===== src/include/osc_ctl_pkg.sv =====
// shared constants for the oscillator status, enable and tuning block
package osc_ctl_pkg;

    // ------------------------------------------------------------------
    // register map (byte addresses, one 32-bit word each)
    // ------------------------------------------------------------------
    localparam int          ADDR_W            = 8;
    localparam logic [7:0]  OFS_READY_STATUS  = 8'h00;
    localparam logic [7:0]  OFS_MANUAL_ENABLE = 8'h04;
    localparam logic [7:0]  OFS_FREQ_SELECT   = 8'h08;
    localparam logic [7:0]  OFS_TRIM          = 8'h0c;
    localparam logic [7:0]  OFS_SWITCH_CTRL   = 8'h10;

    // ------------------------------------------------------------------
    // oscillator indices; status and enable share bits 7..2
    // ------------------------------------------------------------------
    localparam int NUM_OSC      = 6;
    localparam int OSC_EXT      = 5;
    localparam int OSC_FAST_INT = 4;
    localparam int OSC_MED_INT  = 3;
    localparam int OSC_SLOW_INT = 2;
    localparam int OSC_SEC      = 1;
    localparam int OSC_FAST_RC  = 0;
    localparam int OSC_LSB      = 2;
    localparam int PLL_READY_BIT = 0;

    // ------------------------------------------------------------------
    // field layouts
    // ------------------------------------------------------------------
    localparam int FREQ_W  = 3;
    localparam int TRIM_W  = 6;
    localparam int HOLD_BIT      = 7;
    localparam int SEC_PWR_BIT   = 6;
    localparam int HELD_BIT      = 3;

    // ------------------------------------------------------------------
    // reset values and fuse decode
    // ------------------------------------------------------------------
    localparam logic [NUM_OSC-1:0] ENABLE_RESET    = 6'h00;
    localparam logic [TRIM_W-1:0]  TRIM_RESET      = 6'h00;
    localparam logic [2:0]         FUSE_FAST_1MHZ  = 3'h6;
    localparam logic [2:0]         FUSE_FAST_32MHZ = 3'h0;
    localparam logic [2:0]         FREQ_4MHZ       = 3'h2;
    localparam logic [2:0]         FREQ_32MHZ      = 3'h6;
    localparam logic [2:0]         FREQ_RESERVED   = 3'h7;
    localparam logic [2:0]         FREQ_OTHER_RST  = 3'h2;

    // nominal frequency in MHz for codes 0..6; code 7 reads as 0
    localparam logic [5:0] FREQ_MHZ [8] = '{6'd1, 6'd2, 6'd4, 6'd8,
                                            6'd12, 6'd16, 6'd32, 6'd0};
endpackage


===== src/logic/osc_status_ctl.sv =====
// oscillator ready status, manual enables, fast oscillator frequency and trim
//
// The implementer's own choices: the address map and the APB slave port.
`timescale 1ns/1ps

// Overview of operation
// oscillator ready flag only when usable
// pll ready needs enable, source, lock
// status bit 1 reads zero
// external force-on keeps it in fuse mode
// fast internal force-on at selected frequency
// medium and fast-rc force-on run unconditionally
// slow internal force-on keeps 31 kHz running
// secondary force-on uses power select
// frequency codes 0-6 nominal, 7 reserved
// frequency reset value from reset fuse
// trim is two's complement around centre
// trim zero is centre, the default
// trim bits 7-6 read zero
// hold pauses switch when new ready
// ready flags synchronised before reading
module osc_status_ctl
    import osc_ctl_pkg::*;
(
    input  wire logic               sys_clk_i,
    input  wire logic               rst_i,
    // apb slave
    input  wire logic [ADDR_W-1:0]  paddr_i,
    input  wire logic               psel_i,
    input  wire logic               penable_i,
    input  wire logic               pwrite_i,
    input  wire logic [31:0]        pwdata_i,
    output logic      [31:0]        prdata_o,
    output logic                    pready_o,
    output logic                    pslverr_o,
    // fuses, static while running
    input  wire logic [2:0]         reset_clock_source_fuse_i,
    input  wire logic [2:0]         external_osc_mode_fuse_i,
    // oscillator side
    input  wire logic [NUM_OSC-1:0] osc_stable_raw_i,
    input  wire logic               pll_lock_raw_i,
    input  wire logic               pll_enable_i,
    input  wire logic               pll_src_is_ext_i,
    input  wire logic [NUM_OSC-1:0] module_request_i,
    output logic      [NUM_OSC-1:0] osc_run_o,
    output logic      [2:0]         external_osc_mode_o,
    output logic      [FREQ_W-1:0]  fast_internal_freq_select_o,
    output logic      [5:0]         fast_internal_freq_mhz_o,
    output logic      [TRIM_W-1:0]  fast_internal_trim_o,
    output logic                    secondary_osc_power_select_o,
    // clock switch sequencing
    input  wire logic               switch_pending_i,
    input  wire logic [2:0]         new_osc_index_i,
    output logic                    switch_proceed_o,
    output logic                    switch_held_o
);

    // ------------------------------------------------------------------
    // state
    // ------------------------------------------------------------------
    logic [NUM_OSC-1:0] force_on_reg;
    logic [FREQ_W-1:0]  freq_reg;
    logic [TRIM_W-1:0]  trim_reg;
    logic               hold_reg;
    logic               sec_pwr_reg;
    logic [2:0]         ext_mode_reg;
    logic [31:0]        rdata_reg;
    logic               slverr_reg;
    logic [NUM_OSC-1:0] run_reg;
    logic [5:0]         mhz_reg;
    logic               proceed_reg;
    logic               held_reg;

    logic [NUM_OSC:0]   sync_out;
    logic [NUM_OSC-1:0] osc_stable;
    logic               pll_locked;
    logic [NUM_OSC-1:0] osc_ready;
    logic               pll_ready;
    logic [7:0]         status_byte;
    logic               new_ready;
    logic               addr_hit;
    logic               setup_phase;
    logic               wr_access;
    logic [FREQ_W-1:0]  freq_wr;

    // ------------------------------------------------------------------
    // ready synchronisation
    // ------------------------------------------------------------------
    // stability and lock come from analog domains, so every flag crosses
    ready_sync #(
        .WIDTH (NUM_OSC + 1)
    ) u_ready_sync (
        .sys_clk_i (sys_clk_i),
        .rst_i     (rst_i),
        .async_i   ({pll_lock_raw_i, osc_stable_raw_i}),
        .stable_o  (sync_out)
    );

    assign osc_stable = sync_out[NUM_OSC-1:0];
    assign pll_locked = sync_out[NUM_OSC];

    // a source is usable only while it is running and has settled
    assign osc_ready = osc_stable & run_reg;
    assign pll_ready = pll_enable_i & pll_locked
                     & (pll_src_is_ext_i ? osc_ready[OSC_EXT]
                                         : osc_ready[OSC_FAST_INT]);

    assign status_byte = {osc_ready, 1'b0, pll_ready};

    // ------------------------------------------------------------------
    // run requests
    // ------------------------------------------------------------------
    always_ff @(posedge sys_clk_i)
    begin
        if (rst_i)
        begin
            run_reg <= '0;
        end
        else
        begin
            // each source runs when forced or when a module asks for it
            run_reg <= force_on_reg | module_request_i;
        end
    end

    always_ff @(posedge sys_clk_i)
    begin
        if (rst_i)
        begin
            ext_mode_reg <= 3'h0;
        end
        else
        begin
            ext_mode_reg <= external_osc_mode_fuse_i;
        end
    end

    assign osc_run_o                    = run_reg;
    assign external_osc_mode_o          = ext_mode_reg;
    assign secondary_osc_power_select_o = sec_pwr_reg;

    // ------------------------------------------------------------------
    // apb decode
    // ------------------------------------------------------------------
    always_comb
    begin
        unique case (paddr_i)
            OFS_READY_STATUS,
            OFS_MANUAL_ENABLE,
            OFS_FREQ_SELECT,
            OFS_TRIM,
            OFS_SWITCH_CTRL: addr_hit = 1'b1;
            default:         addr_hit = 1'b0;
        endcase
    end

    assign setup_phase = psel_i & ~penable_i;
    assign wr_access   = psel_i & penable_i & pwrite_i & addr_hit;
    assign freq_wr     = pwdata_i[FREQ_W-1:0];

    // ------------------------------------------------------------------
    // software registers
    // ------------------------------------------------------------------
    always_ff @(posedge sys_clk_i)
    begin
        if (rst_i)
        begin
            force_on_reg <= ENABLE_RESET;
        end
        else if (wr_access && paddr_i == OFS_MANUAL_ENABLE)
        begin
            force_on_reg <= pwdata_i[OSC_LSB +: NUM_OSC];
        end
    end

    always_ff @(posedge sys_clk_i)
    begin
        if (rst_i)
        begin
            // synchronous reset, so sampling the static fuse here is safe
            unique case (reset_clock_source_fuse_i)
                FUSE_FAST_1MHZ:  freq_reg <= FREQ_4MHZ;
                FUSE_FAST_32MHZ: freq_reg <= FREQ_32MHZ;
                default:         freq_reg <= FREQ_OTHER_RST;
            endcase
        end
        else if (wr_access && paddr_i == OFS_FREQ_SELECT && freq_wr != FREQ_RESERVED)
        begin
            // a reserved code is dropped so the oscillator never sees it
            freq_reg <= freq_wr;
        end
    end

    always_ff @(posedge sys_clk_i)
    begin
        if (rst_i)
        begin
            trim_reg <= TRIM_RESET;
        end
        else if (wr_access && paddr_i == OFS_TRIM)
        begin
            trim_reg <= pwdata_i[TRIM_W-1:0];
        end
    end

    always_ff @(posedge sys_clk_i)
    begin
        if (rst_i)
        begin
            hold_reg    <= 1'b0;
            sec_pwr_reg <= 1'b0;
        end
        else if (wr_access && paddr_i == OFS_SWITCH_CTRL)
        begin
            hold_reg    <= pwdata_i[HOLD_BIT];
            sec_pwr_reg <= pwdata_i[SEC_PWR_BIT];
        end
    end

    // frequency decode is registered so the table lookup stays off the pins
    always_ff @(posedge sys_clk_i)
    begin
        if (rst_i)
        begin
            mhz_reg <= 6'h00;
        end
        else
        begin
            mhz_reg <= FREQ_MHZ[freq_reg];
        end
    end

    assign fast_internal_freq_select_o = freq_reg;
    assign fast_internal_freq_mhz_o    = mhz_reg;
    assign fast_internal_trim_o        = trim_reg;

    // ------------------------------------------------------------------
    // clock switch hold
    // ------------------------------------------------------------------
    assign new_ready = (new_osc_index_i < 3'(NUM_OSC)) ? osc_ready[new_osc_index_i] : 1'b0;

    always_ff @(posedge sys_clk_i)
    begin
        if (rst_i)
        begin
            proceed_reg <= 1'b0;
            held_reg    <= 1'b0;
        end
        else
        begin
            proceed_reg <= switch_pending_i & new_ready & ~hold_reg;
            held_reg    <= switch_pending_i & new_ready & hold_reg;
        end
    end

    assign switch_proceed_o = proceed_reg;
    assign switch_held_o    = held_reg;

    // ------------------------------------------------------------------
    // read data
    // ------------------------------------------------------------------
    // captured in setup so the access phase answers at once with no wait
    always_ff @(posedge sys_clk_i)
    begin
        if (rst_i)
        begin
            rdata_reg  <= 32'h0000_0000;
            slverr_reg <= 1'b0;
        end
        else if (setup_phase)
        begin
            slverr_reg <= ~addr_hit;
            unique case (paddr_i)
                OFS_READY_STATUS:  rdata_reg <= {24'h00_0000, status_byte};
                OFS_MANUAL_ENABLE: rdata_reg <= {24'h00_0000, force_on_reg, 2'b00};
                OFS_FREQ_SELECT:   rdata_reg <= {29'h0000_0000, freq_reg};
                OFS_TRIM:          rdata_reg <= {26'h000_0000, trim_reg};
                OFS_SWITCH_CTRL:   rdata_reg <= {24'h00_0000, hold_reg, sec_pwr_reg,
                                                 1'b0, 1'b0, held_reg, 3'b000};
                default:           rdata_reg <= 32'h0000_0000;
            endcase
        end
    end

    assign prdata_o  = rdata_reg;
    assign pready_o  = 1'b1;
    assign pslverr_o = slverr_reg & psel_i & penable_i;

    // ------------------------------------------------------------------
    // checks
    // ------------------------------------------------------------------
    a_ready_needs_run: assert property (@(posedge sys_clk_i) disable iff (rst_i)
        !run_reg[OSC_MED_INT] |-> !status_byte[OSC_LSB + OSC_MED_INT])
        else $error("ready flag set while source not running");

    a_ready_tracks_stable: assert property (@(posedge sys_clk_i) disable iff (rst_i)
        (osc_stable[OSC_EXT] && run_reg[OSC_EXT]) |-> status_byte[7])
        else $error("external ready flag missing while usable");

    a_pll_ready_cause: assert property (@(posedge sys_clk_i) disable iff (rst_i)
        status_byte[PLL_READY_BIT] |-> (pll_enable_i && pll_locked))
        else $error("pll ready without enable and lock");

    a_status_gap_zero: assert property (@(posedge sys_clk_i) disable iff (rst_i)
        (setup_phase && paddr_i == OFS_READY_STATUS) |=> rdata_reg[1] == 1'b0)
        else $error("unused status bit read nonzero");

    a_force_runs: assert property (@(posedge sys_clk_i) disable iff (rst_i)
        force_on_reg[OSC_SLOW_INT] ##1 force_on_reg[OSC_SLOW_INT]
        |-> run_reg[OSC_SLOW_INT])
        else $error("forced slow oscillator not running");

    a_rc_force_runs: assert property (@(posedge sys_clk_i) disable iff (rst_i)
        $rose(force_on_reg[OSC_FAST_RC]) |=> run_reg[OSC_FAST_RC])
        else $error("forced fast rc oscillator not running");

    a_freq_no_reserved: assert property (@(posedge sys_clk_i) disable iff (rst_i)
        freq_reg != FREQ_RESERVED)
        else $error("frequency field holds reserved code");

    a_freq_fuse_reset: assert property (@(posedge sys_clk_i)
        (rst_i && reset_clock_source_fuse_i == FUSE_FAST_32MHZ) |=> freq_reg == FREQ_32MHZ)
        else $error("frequency reset value wrong for 32 MHz fuse");

    a_trim_write: assert property (@(posedge sys_clk_i) disable iff (rst_i)
        (wr_access && paddr_i == OFS_TRIM) |=> trim_reg == $past(pwdata_i[TRIM_W-1:0]))
        else $error("trim write not stored");

    a_trim_default: assert property (@(posedge sys_clk_i)
        rst_i |=> trim_reg == TRIM_RESET)
        else $error("trim not centred after reset");

    a_trim_upper_zero: assert property (@(posedge sys_clk_i) disable iff (rst_i)
        (setup_phase && paddr_i == OFS_TRIM) |=> rdata_reg[7:6] == 2'b00)
        else $error("trim upper bits read nonzero");

    a_hold_blocks: assert property (@(posedge sys_clk_i) disable iff (rst_i)
        (switch_pending_i && new_ready && hold_reg) |=> (!switch_proceed_o && switch_held_o))
        else $error("switch proceeded while held");

    a_switch_go: assert property (@(posedge sys_clk_i) disable iff (rst_i)
        (switch_pending_i && new_ready && !hold_reg) |=> switch_proceed_o)
        else $error("switch did not proceed when ready");

    a_sync_latency: assert property (@(posedge sys_clk_i) disable iff (rst_i)
        osc_stable_raw_i[OSC_SEC] [*5] |-> osc_stable[OSC_SEC])
        else $error("stable level not passed through synchroniser");

    c_pll_ready: cover property (@(posedge sys_clk_i) disable iff (rst_i)
        $rose(pll_ready));
    c_switch_held: cover property (@(posedge sys_clk_i) disable iff (rst_i)
        $rose(switch_held_o));
    c_reserved_write: cover property (@(posedge sys_clk_i) disable iff (rst_i)
        wr_access && paddr_i == OFS_FREQ_SELECT && freq_wr == FREQ_RESERVED);
    c_bad_address: cover property (@(posedge sys_clk_i) disable iff (rst_i)
        pslverr_o);

endmodule


===== src/logic/ready_sync.sv =====
// three-stage synchroniser with agreement filter for asynchronous ready levels
`timescale 1ns/1ps

module ready_sync
#(
    parameter int WIDTH = 7
)
(
    input  wire logic             sys_clk_i,
    input  wire logic             rst_i,
    input  wire logic [WIDTH-1:0] async_i,
    output logic      [WIDTH-1:0] stable_o
);

    // refused at elaboration: a zero-width chain has nothing to carry
    if (WIDTH < 1)
    begin : g_width_check
        $error("ready_sync: WIDTH must be at least 1");
    end

    // ------------------------------------------------------------------
    // per-bit chain
    // ------------------------------------------------------------------
    for (genvar i = 0; i < WIDTH; i++)
    begin : g_bit
        logic meta_reg;
        logic s2_reg;
        logic s3_reg;
        logic out_reg;

        always_ff @(posedge sys_clk_i)
        begin
            if (rst_i)
            begin
                meta_reg <= 1'b0;
                s2_reg   <= 1'b0;
                s3_reg   <= 1'b0;
            end
            else
            begin
                meta_reg <= async_i[i];
                s2_reg   <= meta_reg;
                s3_reg   <= s2_reg;
            end
        end

        // the first stage feeds only the second; the filter looks at 2 and 3
        always_ff @(posedge sys_clk_i)
        begin
            if (rst_i)
            begin
                out_reg <= 1'b0;
            end
            else if (s2_reg == s3_reg)
            begin
                out_reg <= s3_reg;
            end
        end

        assign stable_o[i] = out_reg;
    end

endmodule


===== config.mk =====
export PLATFORM = sky130hd
export DESIGN_NAME = osc_status_ctl
export DESIGN_NICKNAME = d
export VERILOG_FILES = /design/src/include/osc_ctl_pkg.sv /design/src/logic/osc_status_ctl.sv /design/src/logic/ready_sync.sv
export SDC_FILE = /design/constraint.sdc
export NUM_CORES = 1
export LEC_CHECK = 0
export BUFFER_PORTS_ARGS = -buffer_cell sky130_fd_sc_hd__buf_2
export CAP_MARGIN = 20
export CORE_ASPECT_RATIO = 1.25
export CORE_UTILIZATION = 50
export DETAILED_ROUTE_END_ITERATION = 8
export GPL_TIMING_DRIVEN = 0
export PLACE_DENSITY = 0.93
export SYNTH_ARGS = -nofsm -noshare
export SYNTH_HDL_FRONTEND = slang
export SYNTH_SLANG_ARGS = --single-unit

===== constraint.sdc =====
create_clock -name sys_clk_i -period 3.4 [get_ports sys_clk_i]
set_input_delay 0.68 -clock sys_clk_i [delete_from_list [all_inputs] [get_ports sys_clk_i]]
set_output_delay 0.68 -clock sys_clk_i [all_outputs]
set_load 0.05 [all_outputs]

After elaboration in Yosys (flattened, before gate mapping) --
Memories as Yosys holds them, arrays and structs flattened. A register that Yosys moved wholly into a read port is not among the register bits. Index checks and enable logic that the tools add are counted.
Word-level totals: register bits 89, bits in read-only memories 48, input bits 70, output and inout port bits 61, logic and storage cells 89, memories kept 1
Memory list:
- (no name shown) | depth 8, width 6, rd ports 1, clocked after memory_dff 1, write ports 0, RTL line osc_status_ctl.sv:229 | mhz_reg <= FREQ_MHZ[freq_reg];
Operators by class: order comparisons 2, equal/unequal tests 12, mux-type cells 9, bitwise operators 17, reduce and logical (&&, ||, !) cells 9
Operators by type and width (number):
- $pmux W8 S5 | 1
- $eq A8 B4 Y1 const B | 2
- $and A1 B1 Y1 | 11
- $mux W3 | 3
- $eq A8 B3 Y1 const B | 1
- $eq A8 B5 Y1 const B | 1
- $logic_not A8 Y1 | 1
- $eq A1 B1 Y1 | 7
- $and A6 B6 Y6 | 1
- $or A6 B6 Y6 | 1
- $logic_and A1 B1 Y1 | 5
- $reduce_or A5 Y1 | 1
- $lt A3 B4 Y1 const B | 1
- $mux W1 | 4
- $not A3 Y4 | 1
- $bmux W1 S3 | 1
- $logic_not A3 Y1 | 1
- $lt A3 B3 Y1 const B | 1
- $ne A3 B3 Y1 const B | 1
- $not A1 Y1 | 3
- $reduce_bool A2 Y1 | 1

Depth between registers and ports, before layout --
depth after elaboration 8, depth in mapped cells 6, mapped depth without buffers 4

By module --
A second synthesis with hierarchy kept.
Second synthesis, totals: cell total of the unflattened synthesis 309, area, all modules 3129.3 um2
Modules (own cells, without submodules):
- osc_status_ctl | times used 1, cells each 229, area an instance 2163.3 um2, sequential area each 890.9 um2
- ready_sync | times used 1, cells each 80, area an instance 965.9 um2, sequential area each 560.5 um2

Worst setup path after synthesis --
Ideal clock, no wire load.
path type in2reg, start input paddr_i[7], end register freq_reg[0] (netlist: fast_internal_freq_select_o[0]) (enable), library setup time 303 ps, arrival 1647 ps, data required time 3097 ps, setup slack 1451 ps, stages 3, path buffers 0, path through or4_4 -> nor3_2 -> a31o_1
Between the ends: longest elaborated chain between the ends 7, elaborated cells between the ends (all ways) 11, classes of those cells 4 x eq/ne; 1 x mux; 1 x bitwise; 5 x reduce/logical
Ends and longest elaborated chain:
- start, declared | RTL line osc_status_ctl.sv:28 | input wire logic [ADDR_W-1:0] paddr_i,
- $eq A8 B3 Y1, or another cell as far along | RTL line osc_status_ctl.sv:147 | unique case (paddr_i)
- $reduce_or A5 Y1 | RTL line osc_status_ctl.sv:147
- $mux W1 | RTL line osc_status_ctl.sv:147
- $and A1 B1 Y1 | RTL line osc_status_ctl.sv:158 | assign wr_access = psel_i & penable_i & pwrite_i & addr_hit;
- $logic_and A1 B1 Y1 (*) (2 in series) | RTL line osc_status_ctl.sv:187 | else if (wr_access && paddr_i == OFS_FREQ_SELECT && freq_wr != FREQ_RESERVED)
- $reduce_bool A2 Y1 (no source line) (*)
- end signal, assigned | RTL line osc_status_ctl.sv:190 | freq_reg <= freq_wr;
- end, declared | RTL line osc_status_ctl.sv:62 | logic [FREQ_W-1:0] freq_reg;
Mark *: on every way between the ends. The rest lies on a longest branch, timed or not. A chain may end at the register's enable or synchronous reset.

Final worst setup path --
start input paddr_i[4], end register force_on_reg[3]
Between the ends: longest elaborated chain between the ends 5, elaborated cells between the ends (all ways) 9, classes of those cells 4 x eq/ne; 1 x mux; 1 x bitwise; 3 x reduce/logical
Ends and longest elaborated chain:
- $eq A8 B3 Y1, or another cell as far along | RTL line osc_status_ctl.sv:147, osc_status_ctl.sv:170
- $reduce_or A5 Y1 | RTL line osc_status_ctl.sv:147
- $mux W1 | RTL line osc_status_ctl.sv:147
- $and A1 B1 Y1 | RTL line osc_status_ctl.sv:158
- $logic_and A1 B1 Y1 (*) | RTL line osc_status_ctl.sv:170 | else if (wr_access && paddr_i == OFS_MANUAL_ENABLE)
- end signal, assigned | RTL line osc_status_ctl.sv:172 | force_on_reg <= pwdata_i[OSC_LSB +: NUM_OSC];
- end, declared | RTL line osc_status_ctl.sv:61 | logic [NUM_OSC-1:0] force_on_reg;
Marked as above.

==> results.py <==
metrics = {
    "pwr": {
        "p_int_mw": 1.313,
        "power_switching_uw": 495.4,
        "clkPwrFrac": 0.379,
        "ir_worst_vdd_mv": 0.5053,
        "power_density_nw_per_um2": 494.3,
        "switching_share": 0.2740,
        "seqPwrFrac": 0.482,
        "p_leak_nw": 1.690,
        "combPwrFrac": 0.139,
    },
    "logic_synthesis": {
        "synth_top_family_by_area": "simple AND/OR/NAND/NOR gates",
        "synth_top_area_cell": "dfxtp_1",
        "synthArstFlopShare": 0,
        "synth_seq_cells": 71,
        "syn_area_sq_um": 2889,
        "avgSynthCellArea_sq_um": 9.410,
        "synthAdderAreaFrac": 0,
        "ys_seq_area_frac": 0.5024,
        "ys_types": 46,
        "synth_edf_count": 3,
        "synth_mux_area_frac": 0.07492,
        "synth_top_area_share": 0.4712,
        "yosysMostFrequentCell": "dfxtp_1",
        "synth_commonest_cells": "dfxtp_1, nor2_1, nand2_1",
        "synth.area.top_cells": "dfxtp_1, buf_4, nor2b_1",
        "synth_simple_gate_area_share": 0.2339,
        "syn_inst": 307,
        "synth-xor-area-share": 0.003032,
        "synth_warnings": 0,
        "synth-compound-area-share": 0.09441,
        "synthFlopType": "dfxtp_1",
    },
    "routing": {
        "first_pass_iters": 4,
        "drc": 0,
        "via_per_inst": 5.045,
        "ant_nets": 0,
        "drt-total-wl_um": 6612,
        "num_vias": 2467,
        "wl_per_cell_um": 13.52,
        "first_iter_violations": 126,
    },
    "cts": {
        "cts.clk_slew.worst_paths_ns": 0.08,
        "clock-sinks": 71,
        "root_buffer": "clkbuf_8",
        "cts_tree": "yes",
        "cts-buffers-inserted": 9,
        "htree_levels": 3,
        "cts_resized": 0,
        "post-cts-setup-buffers": 0,
        "cts-hold-fix-buffers": 0,
        "clk_latency_ns": 0.34,
        "cts_buffer_depth": 2,
    },
    "floorplanning": {
        "core_sq_um": 5480,
        "initial_core_util": 0.5272,
        "die_w_um": 69.99,
        "rows": 30,
        "die_area_sq_um": 6088,
        "ios": 131,
        "fp.dieH_um": 86.99,
    },
    "final_layout": {
        "antenna_cells": 0,
        "finalInstanceArea_sq_um": 3659,
        "finalNonFillerCells": 489,
        "layout-drive-gt1-share": 0.3153,
        "area_delta_synth_final_pct": 26.63,
        "largest_reg_flops": 8,
        "nets": 490,
    },
    "placed_design": {
        "place_congestion": 0.8281,
        "dpl.cell_count": 473,
        "dp_hpwl_um": 5015,
        "place.port_buffers": 79,
        "placed_cell_area_sq_um": 3451,
        "dp_slack_ns": 1.183,
    },
    "setup_path": {
        "crit_arrival_ns": 2.16,
        "path_cells": "buf_2 > nor4_2 > nand4_1 > mux2i_1 > nor2_1",
        "end_kind": "flip-flop",
        "critical_path.max_fanout": 10,
        "worstSetupPathType": "in2reg",
        "crit_slowest_cell": "nand4_1",
        "path_buf_inv": 1,
        "cp_top_family": "simple AND/OR/NAND/NOR gates",
        "critPathRequiredTime_ns": 3.62,
        "startpoint_type": "input port",
        "max_stage_delay_ns": 0.52,
    },
    "worst_hold_path": {
        "hold_class": "reg2reg",
    },
    "sta": {
        "setup_ws_ns": 1.462,
        "maxSlewViolCount": 0,
        "fmax_ghz": 0.5159,
        "rsz0062_at_grt": "no",
        "slew_headroom": 0.6342,
        "hold_viol": 0,
        "setup-tns-final_ns": 0,
        "skew_ns": 0.008760,
        "worst_pin_slew_ns": 0.5487,
        "fin_crit_sh": 0.5701,
        "setup_viol": 0,
        "fin_crit_ns": 1.938,
    },
    "job": {
        "maxCapViolations": 0,
    },
    "global_routing": {
        "overflow": 0,
        "antenna_found_initial": 0,
        "track_usage": 0.2197,
        "grt_pass1_vias": 2293,
        "grt_max_degree": 13,
        "grt_pass1_wl_um": 10210,
    },
    "outcome": {
        "outcome": "finished, final reports clean",
    },
}
[logic make-up (layout without fill, tap and decap cells)]
logic type | count (synthesis) | count (layout)
xor+xnor | 1 | 1
compound gates | 44 | 44
flops | 71 | 71
mux | 20 | 20
other cells | 2 | 25
simple gates | 126 | 126
buf+inv | 43 | 138
[layout by cell type (no fill, tap or decap), types with 9 or more instances in the layout]
cell | synthesis | final
conb_1 | 2 | 25
nand2_1 | 30 | 30
buf_2 | 1 | 80
mux2i_1 | 16 | 16
buf_4 | 25 | 25
a21oi_1 | 9 | 9
nor2_1 | 33 | 33
o21ai_0 | 15 | 15
clkbuf_1 | 10 | 10
clkbuf_8 | 0 | 11
dfxtp_1 | 68 | 68
nor2b_1 | 28 | 28
[final cells by class]
type                    instances  area, sq um
plain buffers                  40        245.2
clock buffers                  11        151.4
well taps                      64        80.08
inverters                       3        11.26
multi-input cells             216         1267
flip-flops and latches         71         1451
clock inverters                 5        56.30
fillers                       455         1822
repair buffers                 79        395.4
[final timing paths]
kind                                       start                      endpoint  slack (ns)  cells past startpoint
hold / removal    u_ready_sync.g_bit[6].meta_reg  u_ready_sync.g_bit[6].s2_reg        0.44                      1
hold reg to reg   u_ready_sync.g_bit[6].meta_reg  u_ready_sync.g_bit[6].s2_reg        0.44                      1
setup reg to reg   u_ready_sync.g_bit[4].out_reg              switch_proceed_o        1.98                      3
setup / recovery                      paddr_i[4]               force_on_reg[3]        1.46                      5
[stage by stage]
step / hold slack, ns / util / total power [mW]
5_1_grt: 0.4522 / 0.6676 / 1.869
4_1_cts: 0.4432 / 0.6676 / 1.817
2_1_floorplan: 0.4138 / - / 1.078
3_5_place_dp: 0.4256 / 0.6297 / 1.140
3_3_place_gp: 0.4161 / 0.6297 / 1.135
6_report: 0.4380 / 0.6676 / 1.808
[per-layer routing]
metal / GRT usage / up-vias / part of all wire
li1: - / 1220 / -
met5: 0 / - / 0
met4: 0.1382 / 0 / 0.027
met3: 0.07523 / 19 / 0.087
met2: 0.3829 / 121 / 0.51
met1: 0.2262 / 1107 / 0.37
[power by group through the flow]
| stage | sequential [mW] | combinational [mW] | clock (mW) |
|---|---|---|---|
| after global routing | 0.874 | 0.265 | 0.730 |
| after detailed placement | 0.891 | 0.249 | 0 |
| after floorplan | 0.935 | 0.143 | 0 |
| after global placement | 0.890 | 0.245 | 0 |
| final | 0.872 | 0.251 | 0.685 |
| after CTS | 0.872 | 0.250 | 0.695 |
Power figures use the tool's default switching activity.
